<file path="config.mk">
export PLATFORM = sky130hd
export DESIGN_NAME = pfmg_top
export DESIGN_NICKNAME = d
export VERILOG_FILES = /design/src/pkg/pfmg_pkg.sv /design/src/pkg/pfmg_sync_if.sv /design/src/hw/pfmg_sync.sv /design/src/hw/pfmg_top.sv
export SDC_FILE = /design/constraint.sdc
export NUM_CORES = 1
export LEC_CHECK = 0
export ABC_AREA = 1
export BUFFER_PORTS_ARGS = -buffer_cell sky130_fd_sc_hd__buf_2
export CORE_ASPECT_RATIO = 2
export CORE_UTILIZATION = 35
export DETAILED_ROUTE_END_ITERATION = 12
export HOLD_SLACK_MARGIN = 0.15
export PLACE_DENSITY = 0.6
export REMOVE_ABC_BUFFERS = 1
export SETUP_SLACK_MARGIN = 0.5
export SLEW_MARGIN = 10
export SYNTH_ARGS = -nofsm -noshare
export SYNTH_HDL_FRONTEND = slang
export SYNTH_SLANG_ARGS = --single-unit
</file>
<file path="constraint.sdc">
create_clock -name i_core_clk -period 2.1 [get_ports i_core_clk]
set_input_delay 0.105 -clock i_core_clk [delete_from_list [all_inputs] [get_ports i_core_clk]]
set_output_delay 0.105 -clock i_core_clk [all_outputs]
set_load 0.03 [all_outputs]
</file>
<file path="src/pkg/pfmg_pkg.sv">
// Shared constants for the pin function multiplexer and its synchroniser.
// Assumes a single core clock and an active low asynchronous reset.
package pfmg_pkg;
  // Function selection field
  localparam int SEL_W = 2;
  localparam logic [1:0] SEL_GPIO = 2'h0;
  localparam logic [1:0] SEL_ALT1 = 2'h1;
  localparam logic [1:0] SEL_ALT2 = 2'h2;
  localparam logic [1:0] SEL_RSVD = 2'h3;
  localparam int NUM_ALT = 2;
  // Power emulation field
  localparam logic PWR_STANDBY = 1'h0;
  localparam logic PWR_RUNTIME = 1'h1;
  // Reset values of the per-pin configuration
  localparam logic RST_PWR = PWR_STANDBY;
  localparam logic RST_DIR = 1'h0;
  localparam logic RST_OD = 1'h0;
  localparam logic RST_DOUT = 1'h0;
  // Input synchroniser depth
  localparam int SYNC_STAGES = 3;
endpackage : pfmg_pkg

</file>
<file path="src/pkg/pfmg_sync_if.sv">
// Carries raw pin levels into the synchroniser and stable levels back.
// Assumes both ends share the core clock.
interface pfmg_sync_if #(
  parameter int W = 1
);
  logic [W-1:0] raw;
  logic [W-1:0] stable;
  modport src (output raw, input stable);
  modport snk (input raw, output stable);
endinterface : pfmg_sync_if

</file>
<file path="src/hw/pfmg_sync.sv">
// Three-stage synchroniser with agreement filter for pad inputs.
// Assumes raw levels are asynchronous to i_core_clk.
module pfmg_sync
  import pfmg_pkg::*;
#(
  parameter int W = 1
) (
  input wire logic i_core_clk, // Core clock
  input wire logic i_rstn, // Async reset, active low
  pfmg_sync_if.snk bus // Raw in, stable out
);
  typedef struct packed {
    logic [W-1:0] s1;
    logic [W-1:0] s2;
    logic [W-1:0] s3;
    logic [W-1:0] stable;
  } pfmg_sync_st_t;

  pfmg_sync_st_t st_reg;
  pfmg_sync_st_t st_next;

  // Shift chain; accept a level once stages two and three agree
  always_comb begin
    st_next = st_reg;
    st_next.s1 = bus.raw;
    st_next.s2 = st_reg.s1;
    st_next.s3 = st_reg.s2;
    for (int i = 0; i < W; i++) begin
      if (st_reg.s2[i] == st_reg.s3[i]) begin
        st_next.stable[i] = st_reg.s3[i];
      end
    end
  end

  // State register
  always_ff @(posedge i_core_clk or negedge i_rstn) begin
    if (!i_rstn) begin
      st_reg <= '0;
    end else begin
      st_reg <= st_next;
    end
  end

  assign bus.stable = st_reg.stable;
endmodule : pfmg_sync

</file>
<file path="src/hw/pfmg_top.sv">
// Pin function multiplexer with power-well emulation and input gating.
// Assumes firmware drives the configuration ports synchronously to i_core_clk
// and that the pad ring resolves pad level from o_pad_out and o_pad_oe.
// What this block does
// - Each general pin connects to the signal chosen by its current selection field.
// - Reset loads every selection field with that pin's default assignment.
// - Fixed pins carry one function and have no selection field.
// - General pins have a programmable buffer with direction and open-drain set by firmware while GPIO is selected.
// - Some alternate functions force their own buffer type over the general configuration.
// - After standby rail power-up pins follow defaults and accept reprogramming.
// - General pins take their power-well emulation from their power field.
// - Fixed pins have a per-signal power-well emulation that is not programmable.
// - An input is held at its gated value when its well is off or it is not selected.
// - An ungated input follows the pad at all times.
// - Gated values of output functions never change what the pad drives.
// - Outputs emulating the runtime domain float while runtime supply good is low.
module pfmg_top
  import pfmg_pkg::*;
#(
  parameter int NUM_PINS = 8,
  parameter int NUM_FIX = 2,
  parameter logic [NUM_PINS*SEL_W-1:0] DEFAULT_SEL = '0,
  parameter logic [NUM_PINS-1:0] GPIO_UNGATED = '1,
  parameter logic [NUM_ALT*NUM_PINS-1:0] ALT_GATE_VAL = '1,
  parameter logic [NUM_ALT*NUM_PINS-1:0] ALT_UNGATED = '0,
  parameter logic [NUM_ALT*NUM_PINS-1:0] ALT_FORCE_OD = '0,
  parameter logic [NUM_FIX-1:0] FIX_PWR = '0,
  parameter logic [NUM_FIX-1:0] FIX_GATE_VAL = '0,
  parameter logic [NUM_FIX-1:0] FIX_UNGATED = '0,
  parameter int IW = (NUM_PINS > 1) ? $clog2(NUM_PINS) : 1
) (
  input wire logic i_core_clk, // Core clock, 200 MHz
  input wire logic i_rstn, // Async reset, active low
  input wire logic i_runtime_supply_good, // Runtime supply good pin
  input wire logic [NUM_PINS-1:0] i_pad_in, // General pad levels
  output logic [NUM_PINS-1:0] o_pad_out, // General pad drive value
  output logic [NUM_PINS-1:0] o_pad_oe, // General pad drive enable
  input wire logic [NUM_FIX-1:0] i_fix_pad_in, // Fixed pad levels
  output logic [NUM_FIX-1:0] o_fix_pad_out, // Fixed pad drive value
  output logic [NUM_FIX-1:0] o_fix_pad_oe, // Fixed pad drive enable
  input wire logic i_cfg_we, // Configuration write strobe
  input wire logic [IW-1:0] i_cfg_idx, // Pin written
  input wire logic [SEL_W-1:0] i_cfg_sel, // Function selection
  input wire logic i_cfg_pwr, // Power emulation select
  input wire logic i_cfg_dir, // 1 = output
  input wire logic i_cfg_od, // 1 = open drain
  input wire logic i_cfg_dout, // General output value
  input wire logic [IW-1:0] i_rd_idx, // Pin read back
  output logic [SEL_W-1:0] o_rd_sel, // Read-back selection
  output logic o_rd_pwr, // Read-back power select
  output logic o_rd_dir, // Read-back direction
  output logic o_rd_od, // Read-back open drain
  output logic o_rd_dout, // Read-back output value
  output logic o_rd_pad, // Read-back synced pad level
  output logic [NUM_PINS-1:0] o_gpio_in, // General input to core
  input wire logic [NUM_ALT*NUM_PINS-1:0] i_alt_out, // Alternate output values
  input wire logic [NUM_ALT*NUM_PINS-1:0] i_alt_oe, // Alternate output enables
  output logic [NUM_ALT*NUM_PINS-1:0] o_alt_in, // Alternate inputs to core
  input wire logic [NUM_FIX-1:0] i_fix_out, // Fixed function output values
  input wire logic [NUM_FIX-1:0] i_fix_oe, // Fixed function output enables
  output logic [NUM_FIX-1:0] o_fix_in // Fixed function inputs to core
);
  localparam int SW = NUM_PINS + NUM_FIX + 1;

  typedef struct packed {
    logic [NUM_PINS-1:0][SEL_W-1:0] sel;
    logic [NUM_PINS-1:0] pwr;
    logic [NUM_PINS-1:0] dir;
    logic [NUM_PINS-1:0] od;
    logic [NUM_PINS-1:0] dout;
    logic [NUM_PINS-1:0] pad_out;
    logic [NUM_PINS-1:0] pad_oe;
    logic [NUM_PINS-1:0] gpio_in;
    logic [NUM_ALT*NUM_PINS-1:0] alt_in;
    logic [NUM_FIX-1:0] fix_out;
    logic [NUM_FIX-1:0] fix_oe;
    logic [NUM_FIX-1:0] fix_in;
    logic [SEL_W-1:0] rd_sel;
    logic rd_pwr;
    logic rd_dir;
    logic rd_od;
    logic rd_dout;
    logic rd_pad;
  } pfmg_st_t;

  pfmg_st_t st_reg;
  pfmg_st_t st_next;
  logic [NUM_PINS-1:0] pad_s;
  logic [NUM_FIX-1:0] fix_s;
  logic pg_s;

  // Emulated well is up for standby rail, or runtime with supply good
  function automatic logic well_on(input logic pwr, input logic pg);
    well_on = (pwr == PWR_STANDBY) || pg;
  endfunction : well_on

  // Pad and supply-good inputs through the synchroniser
  pfmg_sync_if #(.W(SW)) sync_bus ();
  assign sync_bus.raw = {i_runtime_supply_good, i_fix_pad_in, i_pad_in};
  assign pad_s = sync_bus.stable[NUM_PINS-1:0];
  assign fix_s = sync_bus.stable[NUM_PINS+NUM_FIX-1:NUM_PINS];
  assign pg_s = sync_bus.stable[SW-1];

  pfmg_sync #(.W(SW)) u_sync (
    .i_core_clk(i_core_clk),
    .i_rstn(i_rstn),
    .bus(sync_bus)
  );

  // Configuration, pin multiplexing, gating and read-back
  always_comb begin
    logic on;
    logic val;
    logic oe;
    int a;
    on = 1'b0;
    val = 1'b0;
    oe = 1'b0;
    a = 0;
    st_next = st_reg;
    // Firmware may rewrite any field at any time after reset
    if (i_cfg_we) begin
      st_next.sel[i_cfg_idx] = i_cfg_sel;
      st_next.pwr[i_cfg_idx] = i_cfg_pwr;
      st_next.dir[i_cfg_idx] = i_cfg_dir;
      st_next.od[i_cfg_idx] = i_cfg_od;
      st_next.dout[i_cfg_idx] = i_cfg_dout;
    end
    for (int p = 0; p < NUM_PINS; p++) begin
      on = well_on(st_reg.pwr[p], pg_s);
      val = 1'b0;
      oe = 1'b0;
      case (st_reg.sel[p])
        SEL_GPIO: begin
          // Programmable buffer, push-pull or open drain
          if (st_reg.dir[p]) begin
            if (st_reg.od[p]) begin
              oe = !st_reg.dout[p];
            end else begin
              oe = 1'b1;
              val = st_reg.dout[p];
            end
          end
        end
        SEL_ALT1, SEL_ALT2: begin
          a = (st_reg.sel[p] == SEL_ALT1) ? 0 : 1;
          val = i_alt_out[a*NUM_PINS+p];
          oe = i_alt_oe[a*NUM_PINS+p];
          // Function-defined open-drain buffer
          if (ALT_FORCE_OD[a*NUM_PINS+p]) begin
            oe = oe && !val;
            val = 1'b0;
          end
        end
        default: begin
          oe = 1'b0; // Reserved code drives nothing
        end
      endcase
      // Runtime-emulated outputs float without supply good
      if (!on) begin
        oe = 1'b0;
      end
      // Pad drive ignores any gated values
      st_next.pad_out[p] = val;
      st_next.pad_oe[p] = oe;
      // General input: ungated pins follow the pad
      if (GPIO_UNGATED[p] || (on && st_reg.sel[p] == SEL_GPIO)) begin
        st_next.gpio_in[p] = pad_s[p];
      end else begin
        st_next.gpio_in[p] = 1'b0;
      end
      // Alternate inputs gated unless selected and powered
      for (int k = 0; k < NUM_ALT; k++) begin
        if (ALT_UNGATED[k*NUM_PINS+p]) begin
          st_next.alt_in[k*NUM_PINS+p] = pad_s[p];
        end else if (on && st_reg.sel[p] == ((k == 0) ? SEL_ALT1 : SEL_ALT2)) begin
          st_next.alt_in[k*NUM_PINS+p] = pad_s[p];
        end else begin
          st_next.alt_in[k*NUM_PINS+p] = ALT_GATE_VAL[k*NUM_PINS+p];
        end
      end
    end
    // Fixed pins: one function, fixed emulation
    for (int f = 0; f < NUM_FIX; f++) begin
      on = well_on(FIX_PWR[f], pg_s);
      st_next.fix_out[f] = i_fix_out[f];
      st_next.fix_oe[f] = i_fix_oe[f] && on;
      if (FIX_UNGATED[f] || on) begin
        st_next.fix_in[f] = fix_s[f];
      end else begin
        st_next.fix_in[f] = FIX_GATE_VAL[f];
      end
    end
    // Read-back of the addressed pin
    st_next.rd_sel = st_reg.sel[i_rd_idx];
    st_next.rd_pwr = st_reg.pwr[i_rd_idx];
    st_next.rd_dir = st_reg.dir[i_rd_idx];
    st_next.rd_od = st_reg.od[i_rd_idx];
    st_next.rd_dout = st_reg.dout[i_rd_idx];
    st_next.rd_pad = pad_s[i_rd_idx];
  end

  // State register; defaults load on reset
  always_ff @(posedge i_core_clk or negedge i_rstn) begin
    if (!i_rstn) begin
      st_reg <= '0;
      st_reg.sel <= DEFAULT_SEL;
      st_reg.pwr <= {NUM_PINS{RST_PWR}};
      st_reg.dir <= {NUM_PINS{RST_DIR}};
      st_reg.od <= {NUM_PINS{RST_OD}};
      st_reg.dout <= {NUM_PINS{RST_DOUT}};
      st_reg.alt_in <= ALT_GATE_VAL;
      st_reg.fix_in <= FIX_GATE_VAL;
    end else begin
      st_reg <= st_next;
    end
  end

  // Outputs straight from the state register
  assign o_pad_out = st_reg.pad_out;
  assign o_pad_oe = st_reg.pad_oe;
  assign o_fix_pad_out = st_reg.fix_out;
  assign o_fix_pad_oe = st_reg.fix_oe;
  assign o_gpio_in = st_reg.gpio_in;
  assign o_alt_in = st_reg.alt_in;
  assign o_fix_in = st_reg.fix_in;
  assign o_rd_sel = st_reg.rd_sel;
  assign o_rd_pwr = st_reg.rd_pwr;
  assign o_rd_dir = st_reg.rd_dir;
  assign o_rd_od = st_reg.rd_od;
  assign o_rd_dout = st_reg.rd_dout;
  assign o_rd_pad = st_reg.rd_pad;
endmodule : pfmg_top

</file>
; ---- Word-level counts from Yosys, hierarchy flattened
; Memories as Yosys holds them, arrays and structs flattened.
; Cells that the tools add are included.
[classes]
reduce_logical = 65
addsub = 7
shifts = 0
bitwise = 8
div = 0
mul = 0
eq_ne = 27
n_mux = 181
n_lt_le_gt_ge = 11
[ops]
columns = op, n
row1 = 1-bit 2-to-1 mux, 136
row2 = 1-bit binary-select mux with 4-bit select, 14
row3 = "5-bit < comparator, second input constant", 7
row4 = 8-bit bitwise mux, 4
row5 = 1-bit case mux with 2 select lines, 16
row6 = 1-bit logical AND, 25
row7 = "4-bit by 3-bit adder with 5-bit output, second input constant", 4
row8 = 16-bit bitwise mux, 1
row9 = "2-bit by 1-bit == test with 1-bit output, second input constant", 8
row10 = "2-bit == test, second input constant", 8
row11 = 1-bit zero test, 16
row12 = 2-bit zero test, 8
row13 = 2-bit OR reduction, 8
row14 = 1-bit binary-select mux with 3-bit select, 5
row15 = 1-bit == test, 11
row16 = "4-bit by 2-bit adder with 5-bit output, second input constant", 2
row17 = 1-bit logical OR, 8
row18 = "3-bit by 4-bit < comparator with 1-bit output, second input constant", 2
row19 = 1-bit inverter, 8
row20 = 2-bit binary-select mux with 3-bit select, 1
row21 = 2-bit demux with 3-bit select, 1
row22 = "4-bit by 1-bit adder with 5-bit output, second input constant", 1
row23 = "4-bit by 5-bit < comparator with 1-bit output, second input constant", 1
row24 = 2-bit 2-to-1 mux, 2
row25 = 2 further kinds, 2
[word_totals]
ramBits = 0
latchBits = 0
n_memories = 7
out_inout_bits = 53
rom_bits = 112
ff_bits = 145
[mem_list]
columns = name, depth, width, rd, rd_ports_with_merged_regs, wr, line_no
row1 = (name not given), 16, 1, 1, 0, 0, pfmg_top.sv:150  ; if (ALT_FORCE_OD[a*NUM_PINS+p]) begin
row2 = (name not given), 16, 1, 1, 0, 0, pfmg_top.sv:150
row3 = (name not given), 16, 1, 1, 0, 0, pfmg_top.sv:150
row4 = (name not given), 16, 1, 1, 0, 0, pfmg_top.sv:150
row5 = (name not given), 16, 1, 1, 0, 0, pfmg_top.sv:150
row6 = (name not given), 16, 1, 1, 0, 0, pfmg_top.sv:150
row7 = 1 more memories, -, -, -, -, -, -

; ---- Logic depth before layout (Yosys ltp)
[logic_depth]
depth_word = 11
mapped_depth = 7
mapped_depth_nobuf = 6

; ---- Hierarchy
; Synthesis repeated with hierarchy kept, for this count alone.
[unflattened]
hier_cells = 746
hier_area_um2 = 6741.5
[modules_own_cells]
columns = mod, instances, seq_area_each_um2, cells_each, area_each_um2
row1 = pfmg_top, 1, 2547.4, 647, 5378.9
row2 = pfmg_sync, 1, 1101.1, 99, 1362.6

; ---- Least setup slack after synthesis
; No wires, ideal clock.
[synth_path]
kind = reg2reg
from = register st_reg[86] in the netlist's numbering
to = register st_reg, in the netlist o_pad_out[0]
t_required_ns = 1.979
path_stages_with_launch = 6
arrival_ns = 1.027
slack_ns = 0.952
setup_ns = 0.121
cell_sequence = dfrtp_1 > inv_1 > ha_1 > or2_2 > nand3_1 > a21oi_1
[synth_rtl]
columns = item, line_no
row1 = from (decl), pfmg_top.sv:86  ; pfmg_st_t st_reg;
row2 = from (signal assigned), pfmg_top.sv:215  ; st_reg <= st_next;

; ---- Worst setup path after layout
[layout_path]
from = input i_cfg_idx[1]
to = register st_reg[99] in the netlist's numbering
[layout_via]
elab_chain_len = 5
elab_cells_between_ends = 6
classes_between = order compare: 2 / mux: 3 / reduce/logical: 1
[layout_rtl]
columns = item, line_no
row1 = from (decl), pfmg_top.sv:42  ; input wire logic [IW-1:0] i_cfg_idx,
row2 = 3-bit by 4-bit < comparator with 1-bit output (not written as such) / 3-bit by 1-bit greater-or-equal comparator with 1-bit output (equally long branches), pfmg_top.sv:123  ; st_next.sel[i_cfg_idx] = i_cfg_sel;
row3 = 1-bit logical AND (not written as such), pfmg_top.sv:123
row4 = 2-bit 2-to-1 mux (not written as such), pfmg_top.sv:123
row5 = 2-bit demux with 3-bit select *, pfmg_top.sv:123
row6 = 16-bit bitwise mux *, pfmg_top.sv:123
; Mark *: on every way between the ends. The rest lies on a longest branch, timed or not.
; A chain may end at the register's enable or synchronous reset.

==> qor.yml <==
yosys:
  synth-seq-area-share: 0.5536
  avgSynthCellArea_um2: 9.388
  yosysTopAreaCellShare: 0.4898
  synth_most_common_cell: "nand2_1"
  synth.cell_area_um2: 6590
  synth_top_flop_cell: "dfrtp_1"
  ys_seq_elements: 145
  synth_cell_type_count: 19
  yosysTopAreaCell: "dfrtp_1"
  netlist_instances: 702
  ys_warn_count: 0
  synth_edf_count: 0
  synth_async_sr_flop_share: 1.000
  synth.area.top_cells: "dfrtp_1, nand2_1, dfstp_2"
  yosys-top-cells-count: "nand2_1, dfrtp_1, inv_1"
global_route:
  grt_use_total: 0.1699
  grt_max_degree: 49
  grt_remaining_overflow: 0
  antenna_found_initial: 0
  grt_pass1_vias: 5104
  grt_pass1_wl_mm: 24.67
final_layout:
  layout.nets: 933
  register_area_um2: 3649
  drive_gt1_frac: 0.2254
  largest_reg_flops: 48
  area_growth_pct: 26.05
  antenna_cells: 0
  fillers: 1776
  multi_input_area_um2: 2074
timing:
  min_period_ns: 1.535
  relSlewSlack: 0.6434
  finalHoldViolCount: 0
  min_period_over_period: 0.7308
  tns_ns: 0
  worst_pin_slew_ns: 0.5334
  setup_viol: 0
  fmax_mhz: 651.6
  fin_worst_skew_ns: 0.005960
  rsz0062_at_grt: "no"
  whs_ns: 0.1788
  report.final.slew_viol_count: 0
setup_path:
  cp-startpoint: "i_cfg_idx[1]"
  worstSetupPathType: "in -> reg"
  start_kind: "input port"
  crit_fanout: 10
  crit_required_ns: 2.44
  reg2reg_from: "st_reg[96]$_DFFE_PN0P_"
  cp.arrival_ns: 1.87
  cp-end-kind: "register"
clock_network:
  clk_pin_slew_ns: 0.06
  clkSinkCount: 145
  cts.path.max_buffers: 2
  cts-root-buf: "clkbuf_16"
  insertion_delay_ns: 0.42
  htree_levels: 4
  cts_buffers: 17
  cts_tree: "yes"
placed_design:
  dp.final_hpwl_mm: 11.09
  gp_congestion: 0.7952
  port_buffers: 114
drt:
  m1WireLength_mm: 5.746
  drc_errors: 0
  drtIter0Drc: 197
  met3RoutedLength_um: 445
  vias_per_cell: 4.511
  top_layer: "met4"
  wl_mm: 15.43
  drtPass1Iterations: 5
  via_count: 4818
  final_antenna_net_count: 0
  wl_met2_mm: 8.784
  avgRoutedWirePerCell_um: 14.45
die:
  die_x_um: 99.03
  start_util: 0.3583
  die_h_um: 196.1
  num_rows: 70
  core-area_um2: 18390
  die-area_um2: 19410
  io_pins: 115
hold_path:
  hold_start: "i_rd_idx[1]"
  hp-class: "in -> reg"
power:
  ir_drop_mv: 0.5226
  power_mw: 8.618
  leakage_nw: 4.269
  power.density_nw_per_um2: 1037
flow_run:
  drv_cap: 0
status:
  outcome: "finished clean"
-- power by group --
group          internal (mW)  leakage [nW]  switching (mW)  total [mW]
clock                   2.25         0.324            1.14        3.39
sequential              3.22          1.74           0.225        3.45
combinational          0.622          2.20            1.16        1.78
total                   6.09          4.27            2.52        8.62
-- metrics by stage --
stage                     setup slack, ns  std cells    util  area [µm²]
after floorplan                    0.9524        638       -        6106
after global placement             0.6878        972  0.3810        7008
after detailed placement           0.7052        972  0.3810        7008
after CTS                          0.5180       1066  0.4506        8288
after global routing               0.5123       1068  0.4516        8307
final                              0.5652       1068  0.4516        8307
-- repair_timing --
action,4_1_cts,5_1_grt
setup endpoints to repair,0,5
setup buffers,0,2
gates resized for setup,0,1
hold buffers,62,0
hold endpoints to repair,199,0
-- path summary, 6_finish.rpt --
path	slack (ns)	cells past startpoint	to
setup / recovery	0.57	8	st_reg[99]$_DFFE_PN0P_
hold / removal	0.18	5	o_rd_dout$_DFF_PN0_
setup reg to reg	0.82	5	o_pad_oe[5]$_DFF_PN0_
hold reg to reg	0.35	0	u_sync.st_next[19]$_DFF_PN0_
max in group asynchronous	1.18	3	o_alt_in[9]$_DFF_PN1_
min in group asynchronous	0.20	2	u_sync.st_next[16]$_DFF_PN0_
-- routing by layer --
metal,vias up,GRT usage
li1,2402,-
met1,2282,0.1697
met2,106,0.3160
met3,28,0.04061
met4,0,0.09453
met5,-,0
-- area by class of cell --
class	instances	share of cell area
Clock buffer	20	0.05377
Clock inverter	12	0.02561
Inverter	102	0.04609
Multi-Input combinational cell	391	0.2497
Sequential cell	145	0.4392
Tap cell	216	0.03253
Timing Repair Buffer	182	0.1530
-- logic make-up (layout without fill, tap and decap cells) --
family | Yosys count | count (layout) | share of synthesized area
AO/OA/AOI/OAI | 80 | 80 | 0.06702
adder cells (fa/ha/maj) | 43 | 43 | 0.07746
buffers and inverters | 166 | 316 | 0.1316
flip-flops | 145 | 145 | 0.5536
AND/OR/NAND/NOR | 268 | 268 | 0.1703
-- worst max-delay path, stage by stage --
cell	delay, ns
dlygate4sd3_1	0.53
buf_2	0.15
inv_2	0.06
nor3_4	0.20
buf_6	0.15
nand2_1	0.05
dlygate4sd3_1	0.55
o21ai_0	0.08
-- placed cells by master, fill, tap and decap left out, drive strengths merged --
cell type / count
bufinv: 6
nor2: 4
a21oi: 16
clkbuf: 20
clkinvlp: 1
nand2: 194
ha: 32
clkinv: 5
dlygate4sd3: 62
nor3: 1
nand3: 61
or2: 8
dfrtp: 129
inv: 102
buf: 120
o21ai: 64
dfstp: 16
maj3: 11
Power figures use the tool's default switching activity.
